<file path="config.mk">
export PLATFORM = sky130hd
export DESIGN_NAME = swm_master
export DESIGN_NICKNAME = d
export VERILOG_FILES = /design/src/logic/swm_pkg.sv /design/src/logic/swm_master.sv
export SDC_FILE = /design/constraint.sdc
export NUM_CORES = 1
export LEC_CHECK = 0
export ABC_CLOCK_PERIOD_IN_PS = 5500
export BUFFER_PORTS_ARGS = -buffer_cell sky130_fd_sc_hd__buf_2
export CAP_MARGIN = 20
export CORE_MARGIN = 3
export CORE_UTILIZATION = 65
export CTS_BUF_LIST = sky130_fd_sc_hd__clkbuf_8 sky130_fd_sc_hd__clkbuf_16
export CTS_CLUSTER_SIZE = 40
export DETAILED_ROUTE_END_ITERATION = 8
export GPL_ROUTABILITY_DRIVEN = 0
export PLACE_DENSITY = 0.82
export REMOVE_ABC_BUFFERS = 1
export SYNTH_ARGS = -nofsm -noshare
export SYNTH_HDL_FRONTEND = slang
export SYNTH_SLANG_ARGS = --single-unit
export TNS_END_PERCENT = 50
</file>
<file path="constraint.sdc">
create_clock -name sys_clk -period 5.5 [get_ports sys_clk]
set_input_delay 1.1 -clock sys_clk [delete_from_list [all_inputs] [get_ports sys_clk]]
set_output_delay 1.1 -clock sys_clk [all_outputs]
set_load 0.005 [all_outputs]
</file>
<file path="src/logic/swm_pkg.sv">
`timescale 1ns/10ps
`default_nettype none
package swm_pkg;
  localparam int unsigned CNT_W = 20;
  localparam int unsigned CLK_NS = 10;
  // Line timing in ns.
  localparam int unsigned IDLE_GAP_NS      = 11000;
  localparam int unsigned SHORT_PULSE_NS   = 14400;
  localparam int unsigned LONG_PULSE_NS    = 42000;
  localparam int unsigned START_PULSE_NS   = 94000;
  localparam int unsigned RESET_PULSE_NS   = 400000;
  localparam int unsigned THR_ZERO_ONE_NS  = 22000;
  localparam int unsigned THR_ONE_START_NS = 64000;
  localparam int unsigned THR_START_ATT_NS = 137000;
  localparam int unsigned THR_ATT_RST_NS   = 291000;
  // Least times round up to whole cycles.
  localparam int unsigned IDLE_GAP_CYC  = (IDLE_GAP_NS + CLK_NS - 1) / CLK_NS;
  localparam int unsigned SHORT_CYC     = (SHORT_PULSE_NS + CLK_NS - 1) / CLK_NS;
  localparam int unsigned THR_ZO_CYC    = THR_ZERO_ONE_NS / CLK_NS;
  localparam logic        LINE_HIGH     = 1'b1;

  typedef enum logic [4:0] {
    SWM_S_RESET = 5'h01,
    SWM_S_GAP   = 5'h02,
    SWM_S_IDLE  = 5'h04,
    SWM_S_DRIVE = 5'h08,
    SWM_S_LOW   = 5'h10
  } swm_state_t;

  typedef enum logic [1:0] {
    SWM_K_WRITE = 2'h0,
    SWM_K_READ  = 2'h1,
    SWM_K_START = 2'h2,
    SWM_K_RESET = 2'h3
  } swm_kind_t;

  typedef enum logic [2:0] {
    SWM_Y_ZERO  = 3'h0,
    SWM_Y_ONE   = 3'h1,
    SWM_Y_START = 3'h2,
    SWM_Y_ATTN  = 3'h3,
    SWM_Y_RST   = 3'h4
  } swm_sym_t;

  typedef struct packed {
    swm_kind_t kind;
    logic      wbit;
  } swm_cmd_t;

  typedef struct packed {
    swm_sym_t sym;
    logic     data;
    logic     own;
    logic     collide;
  } swm_rsp_t;

  typedef struct packed {
    logic s1;
    logic s2;
    logic s3;
    logic level;
  } swm_sync_t;
endpackage : swm_pkg

module swm_sync
  import swm_pkg::*;
(
  input  wire logic sys_clk,
  input  wire logic rst,
  input  wire logic din,
  output var  logic dout
);
  swm_sync_t s;
  swm_sync_t next_s;

  // A change counts once the second and third stages agree.
  always_comb
  begin
    next_s = s;
    next_s.s1 = din;
    next_s.s2 = s.s1;
    next_s.s3 = s.s2;
    if (s.s2 == s.s3)
    begin
      next_s.level = s.s3;
    end
  end

  always_ff @(posedge sys_clk)
  begin
    if (rst)
    begin
      s <= {4{LINE_HIGH}};
    end
    else
    begin
      s <= next_s;
    end
  end

  assign dout = s.level;
endmodule : swm_sync
`default_nettype wire

</file>
<file path="src/logic/swm_master.sv">
`timescale 1ns/10ps
`default_nettype none
module swm_master
  import swm_pkg::*;
#(
  parameter int unsigned LONG_CYC    = LONG_PULSE_NS / CLK_NS,
  parameter int unsigned START_CYC   = START_PULSE_NS / CLK_NS,
  parameter int unsigned RESET_CYC   = (RESET_PULSE_NS + CLK_NS - 1) / CLK_NS,
  parameter int unsigned THR_OS_CYC  = THR_ONE_START_NS / CLK_NS,
  parameter int unsigned THR_SA_CYC  = THR_START_ATT_NS / CLK_NS,
  parameter int unsigned THR_AR_CYC  = THR_ATT_RST_NS / CLK_NS
)
(
  input  wire logic     sys_clk,
  input  wire logic     rst,
  input  wire swm_cmd_t cmd,
  input  wire logic     cmd_valid,
  output var  logic     cmd_ready,
  output var  swm_rsp_t rsp,
  output var  logic     rsp_valid,
  output var  logic     reset_event,
  output var  logic     bus_idle,
  input  wire logic     swd_in,
  output var  logic     swd_out,
  output var  logic     swd_oe
);
  localparam logic [CNT_W-1:0] CNT_MAX  = {CNT_W{1'b1}};
  localparam logic [CNT_W-1:0] CNT_ONE  = CNT_W'(1);
  localparam logic [CNT_W-1:0] IDLE_C   = CNT_W'(IDLE_GAP_CYC);
  localparam logic [CNT_W-1:0] SHORT_C  = CNT_W'(SHORT_CYC);
  localparam logic [CNT_W-1:0] LONG_C   = CNT_W'(LONG_CYC);
  localparam logic [CNT_W-1:0] START_C  = CNT_W'(START_CYC);
  localparam logic [CNT_W-1:0] RESET_C  = CNT_W'(RESET_CYC);
  localparam logic [CNT_W-1:0] THR_ZO_C = CNT_W'(THR_ZO_CYC);
  localparam logic [CNT_W-1:0] THR_OS_C = CNT_W'(THR_OS_CYC);
  localparam logic [CNT_W-1:0] THR_SA_C = CNT_W'(THR_SA_CYC);
  localparam logic [CNT_W-1:0] THR_AR_C = CNT_W'(THR_AR_CYC);

  typedef struct packed {
    swm_state_t       st;
    logic [CNT_W-1:0] cnt;
    swm_kind_t        kind;
    logic             wbit;
    logic             own;
    logic             oe;
    logic             drv;
    logic             ready;
    logic             idle;
    swm_rsp_t         rsp;
    logic             rsp_valid;
    logic             rst_ev;
  } swm_mst_t;

  localparam swm_mst_t RESET_STATE = '{
    st:        SWM_S_RESET,
    cnt:       '0,
    kind:      SWM_K_RESET,
    wbit:      1'b0,
    own:       1'b1,
    oe:        1'b1,
    drv:       1'b0,
    ready:     1'b0,
    idle:      1'b0,
    rsp:       '0,
    rsp_valid: 1'b0,
    rst_ev:    1'b0
  };

  swm_mst_t s;
  swm_mst_t next_s;
  logic     line;

  swm_sync u_sync (
    .sys_clk (sys_clk),
    .rst     (rst),
    .din     (swd_in),
    .dout    (line)
  );

  // Pulse width alone decides the symbol.
  function automatic swm_sym_t classify(input logic [CNT_W-1:0] c);
    swm_sym_t y;
    if (c < THR_ZO_C)
    begin
      y = SWM_Y_ZERO;
    end
    else if (c < THR_OS_C)
    begin
      y = SWM_Y_ONE;
    end
    else if (c < THR_SA_C)
    begin
      y = SWM_Y_START;
    end
    else if (c < THR_AR_C)
    begin
      y = SWM_Y_ATTN;
    end
    else
    begin
      y = SWM_Y_RST;
    end
    return y;
  endfunction : classify

  logic [CNT_W-1:0] width;
  swm_sym_t         sym;

  always_comb
  begin
    unique case (s.kind)
      SWM_K_WRITE: width = s.wbit ? LONG_C : SHORT_C;
      SWM_K_READ:  width = SHORT_C;
      SWM_K_START: width = START_C;
      SWM_K_RESET: width = RESET_C;
    endcase
  end

  assign sym = classify(s.cnt);

  always_comb
  begin
    next_s = s;
    next_s.rsp_valid = 1'b0;
    next_s.rst_ev = 1'b0;
    next_s.drv = 1'b0;
    if (s.cnt != CNT_MAX)
    begin
      next_s.cnt = s.cnt + CNT_ONE;
    end
    // A low that outlasts the attention range is a reset.
    if ((s.st != SWM_S_GAP) && (s.st != SWM_S_IDLE) && (s.cnt == THR_AR_C))
    begin
      next_s.rst_ev = 1'b1;
    end
    unique case (s.st)
      SWM_S_RESET:
      begin
        // Own reset pulse, held at least the least reset time.
        next_s.oe = 1'b1;
        if (s.cnt >= RESET_C)
        begin
          next_s.oe = 1'b0;
          next_s.st = SWM_S_LOW;
        end
      end
      SWM_S_GAP:
      begin
        if (line != LINE_HIGH)
        begin
          next_s.st = SWM_S_LOW;
          next_s.own = 1'b0;
          next_s.cnt = CNT_ONE;
        end
        else if (s.cnt >= IDLE_C)
        begin
          next_s.st = SWM_S_IDLE;
          next_s.idle = 1'b1;
          next_s.ready = 1'b1;
        end
      end
      SWM_S_IDLE:
      begin
        if (cmd_valid)
        begin
          // Drive only from the idle state; a command wins over a low seen in the same cycle.
          next_s.ready = 1'b0;
          next_s.idle = 1'b0;
          next_s.kind = cmd.kind;
          next_s.wbit = cmd.wbit;
          next_s.own = 1'b1;
          next_s.oe = 1'b1;
          next_s.cnt = '0;
          next_s.st = (cmd.kind == SWM_K_RESET) ? SWM_S_RESET : SWM_S_DRIVE;
        end
        else if (line != LINE_HIGH)
        begin
          // Someone else pulled low; time it.
          next_s.ready = 1'b0;
          next_s.idle = 1'b0;
          next_s.own = 1'b0;
          next_s.cnt = CNT_ONE;
          next_s.st = SWM_S_LOW;
        end
      end
      SWM_S_DRIVE:
      begin
        if (s.cnt >= width)
        begin
          next_s.oe = 1'b0;
          next_s.st = SWM_S_LOW;
        end
      end
      SWM_S_LOW:
      begin
        // The bit ends when the line is high again, not at release.
        if (line == LINE_HIGH)
        begin
          next_s.rsp.sym = sym;
          next_s.rsp.data = (sym == SWM_Y_ONE);
          next_s.rsp.own = s.own;
          next_s.rsp.collide = s.own && (s.kind != SWM_K_RESET) &&
                               ((sym == SWM_Y_ATTN) || (sym == SWM_Y_RST));
          next_s.rsp_valid = 1'b1;
          next_s.cnt = '0;
          next_s.st = SWM_S_GAP;
        end
      end
      default:
      begin
        next_s = RESET_STATE;
      end
    endcase
  end

  always_ff @(posedge sys_clk)
  begin
    if (rst)
    begin
      s <= RESET_STATE;
    end
    else
    begin
      s <= next_s;
    end
  end

  assign cmd_ready   = s.ready;
  assign rsp         = s.rsp;
  assign rsp_valid   = s.rsp_valid;
  assign reset_event = s.rst_ev;
  assign bus_idle    = s.idle;
  assign swd_out     = s.drv;
  assign swd_oe      = s.oe;
endmodule : swm_master
`default_nettype wire

</file>
==> impl_metrics.tcl <==
set metrics [dict create \
    max_cap_viol_count 0 \
    combPwrFrac_pct 13.2 \
    viasPerCell 6.33 \
    firstDrtPassIters 5 \
    drtAntennaViolNets 0 \
    grt_max_degree 20 \
    drc_errors 0 \
    insertion_delay_ns 0.30 \
    core-area_um2 4060 \
    critPathRequiredTime_ns 5.74 \
    min_path_type "flop to flop" \
    finalCriticalPeriod_ns 2.74 \
    antenna_found_initial 0 \
    wirelength_um 6260 \
    power.total_mw 0.610 \
    worstPathArrival_ns 2.98 \
    synth_warnings 0 \
    grt_first_pass_wirelength_um 10400 \
    ys_seq_area_share_pct 31.2 \
    startpoint_type "flop" \
    outcome "finished clean" \
    cts_setup_buffers 0 \
    slew_viol_final 0 \
    clock_sink_count 43 \
    diodes 0 \
    finClkSkew_ns 0.00921 \
    die_h_um 71.1 \
    synth_edf_count 0 \
    netlist_area_um2 2760 \
    postCtsHoldBufs 0 \
    max_slew_margin_pct 42.4 \
    crit_type "flop to flop" \
    syn-instance-count 350 \
    setup_viol 0 \
    min_period_over_period_pct 49.8 \
    final_hold_viol_count 0 \
    nNetsFinal 373 \
    die_area_um2 5060 \
    start_util_pct 68.0 \
    switching_share_pct 28.5 \
    tightest_slew_ns 0.864 \
    num_io_pins 19 \
    fp.dieW_um 71.1 \
    syn2layout_area_growth_pct 3.45 \
    pwr_density_cell_nw_per_um2 214 \
    cp-end-kind "flop" \
    post-dp-hpwl_um 4610 \
    yosysMostFrequentCell "dfxtp_1" \
    max_freq_mhz 365 \
    synth_top_cell_by_area "dfxtp_1" \
    vias 2527 \
    synthTopCellsByArea "dfxtp_1 31%, ha_1 8.2%, nor2_1 5.0%, o21ai_0 4.5%, a21oi_1 3.3%" \
    p_clk_share_pct 32.2 \
    irDropWorstVdd_mv 0.147 \
    layout-drive-gt1-share_pct 10.0 \
    htree_levels 2 \
    clockBufferDepth 2 \
    nFillCells 332 \
    avgSynthCellArea_um2 7.88 \
    path_clk_slew_ns 0.08 \
    p_seq_share_pct 54.6 \
    grt_pass1_vias 2244 \
    synth_seq_cells 43 \
    synth.distinct_cells 52 \
    rsz0062_at_grt "no" \
    leakage_nw 1.17 \
    p_int_mw 0.437 \
    io_buffers 17 \
    cts_made_buffers 5 \
    gr-total-overflow 0 \
    crit_fanout 5 \
    synth_top_area_share_pct 31.2 \
    synth-main-ff-cell "dfxtp_1" \
    p_sw_mw 0.174 \
    wl_per_cell_um 15.7 \
    cts-root-buf "clkbuf_8" \
    drt-initial-drc-count 224 \
    grtUsageTotal_pct 25.3 \
    postCtsResizedCells 0 \
    cts_tree "built" \
    async_flop_share_pct 0 \
    finalSetupTns_ns 0 \
    final_util_pct 70.3 \
    synthTopCellsByCount "43 x dfxtp_1, 37 x nor2_1, 25 x o21ai_0" \
    num_rows 23 \
]
## metrics by stage
| step | hold slack [ns] | std cells | instance area [um2] | setup WS (ns) |
|---|---|---|---|---|
| after detailed placement | 0.394 | 391 | 2770 | 2.78 |
| after global placement | 0.394 | 391 | 2770 | 2.84 |
| final | 0.412 | 399 | 2850 | 2.76 |
| after global routing | 0.441 | 399 | 2850 | 2.53 |
| after CTS | 0.413 | 399 | 2850 | 2.76 |
| after floorplan | 0.389 | 324 | 2620 | 3.08 |
## cells by family after synthesis
kind of cell	count (synthesis)	share of synthesized area [%]
xor+xnor	13	4.13
buf+inv	42	7.17
fa+ha+maj	18	8.17
flops	43	31.2
simple gates	150	29.0
other cells	1	0.136
mux	7	2.59
compound gates	76	17.6
## power groups by stage
| stage | Clock [mW] | Combinational, mW | Sequential, mW |
|---|---|---|---|
| 2_1_floorplan | 0 | 0.0592 | 0.337 |
| 3_3_place_gp | 0 | 0.0783 | 0.340 |
| 3_5_place_dp | 0 | 0.0791 | 0.340 |
| 4_1_cts | 0.198 | 0.0798 | 0.333 |
| 5_1_grt | 0.208 | 0.0920 | 0.335 |
| 6_report | 0.197 | 0.0804 | 0.334 |
## registers in the layout, indices dropped and copies added (netlist names)
signal,cells
cmd_ready,1
reset_event,1
rsp,6
rsp_valid,1
s,29
swd_oe,1
u_sync.dout,1
u_sync.next_s,2
u_sync.s,1
## metal layers
| metal | share of wire, % | wire length, um | global-route usage, % | vias up |
|---|---|---|---|---|
| met4 | 3.2 | 199 | 12.9 | 0 |
| li1 | - | - | - | 1243 |
| met3 | 5.0 | 311 | 4.40 | 22 |
| met1 | 45 | 2840 | 32.6 | 1173 |
| met2 | 47 | 2910 | 40.5 | 89 |
| met5 | 0 | 0 | 0 | - |
## worst max-delay path: stages (launching register included)
cell	delay, ns
dfxtp_1	0.35
inv_1	0.14
ha_1	0.26
mux2_2	0.37
ha_1	0.27
nor4b_1	0.22
nand4_1	0.12
a311oi_1	0.31
o21ai_0	0.22
a21oi_1	0.23
mux2i_1	0.18
## area by class of cell
type,instances,area (um2),share of cell area [%]
multi-input combinational,265,1700,59.6
clock inverter,3,16.3,0.570
clock buffer,5,68.8,2.41
timing repair buffer,17,85.1,2.98
tap,50,62.6,2.19
sequential,43,861,30.2
inverter,16,60.1,2.11
## path summary, 6_finish.rpt
kind	startpoint	to	slack [ns]	cells after the start
min reg2reg	u_sync.next_s[2]$_SDFF_PP1_	u_sync.next_s[1]$_SDFF_PP1_	0.41	1
max	s[14]$_SDFFE_PP1P_	swd_oe$_SDFFE_PP1P_	2.76	10
min	u_sync.next_s[2]$_SDFF_PP1_	u_sync.next_s[1]$_SDFF_PP1_	0.41	1
max reg2reg	s[14]$_SDFFE_PP1P_	swd_oe$_SDFFE_PP1P_	2.76	10
## cell usage in the layout (no fill, tap or decap), drive strengths merged, types with 3 or more instances in the layout
cell	n
dfxtp	43
nor2	38
o21ai	25
nand2	23
a21oi	18
ha	18
inv	17
buf	17
nand3	16
nand4	13
nor3	10
nor4	8
xnor2	7
or3	7
mux2i	6
a31oi	6
a21o	6
xor2	6
nand2b	5
nor2b	5
or2	5
clkbuf	5
or4	4
and2	3
a311oi	3
nor3b	3
Power figures use the tool's default switching activity.
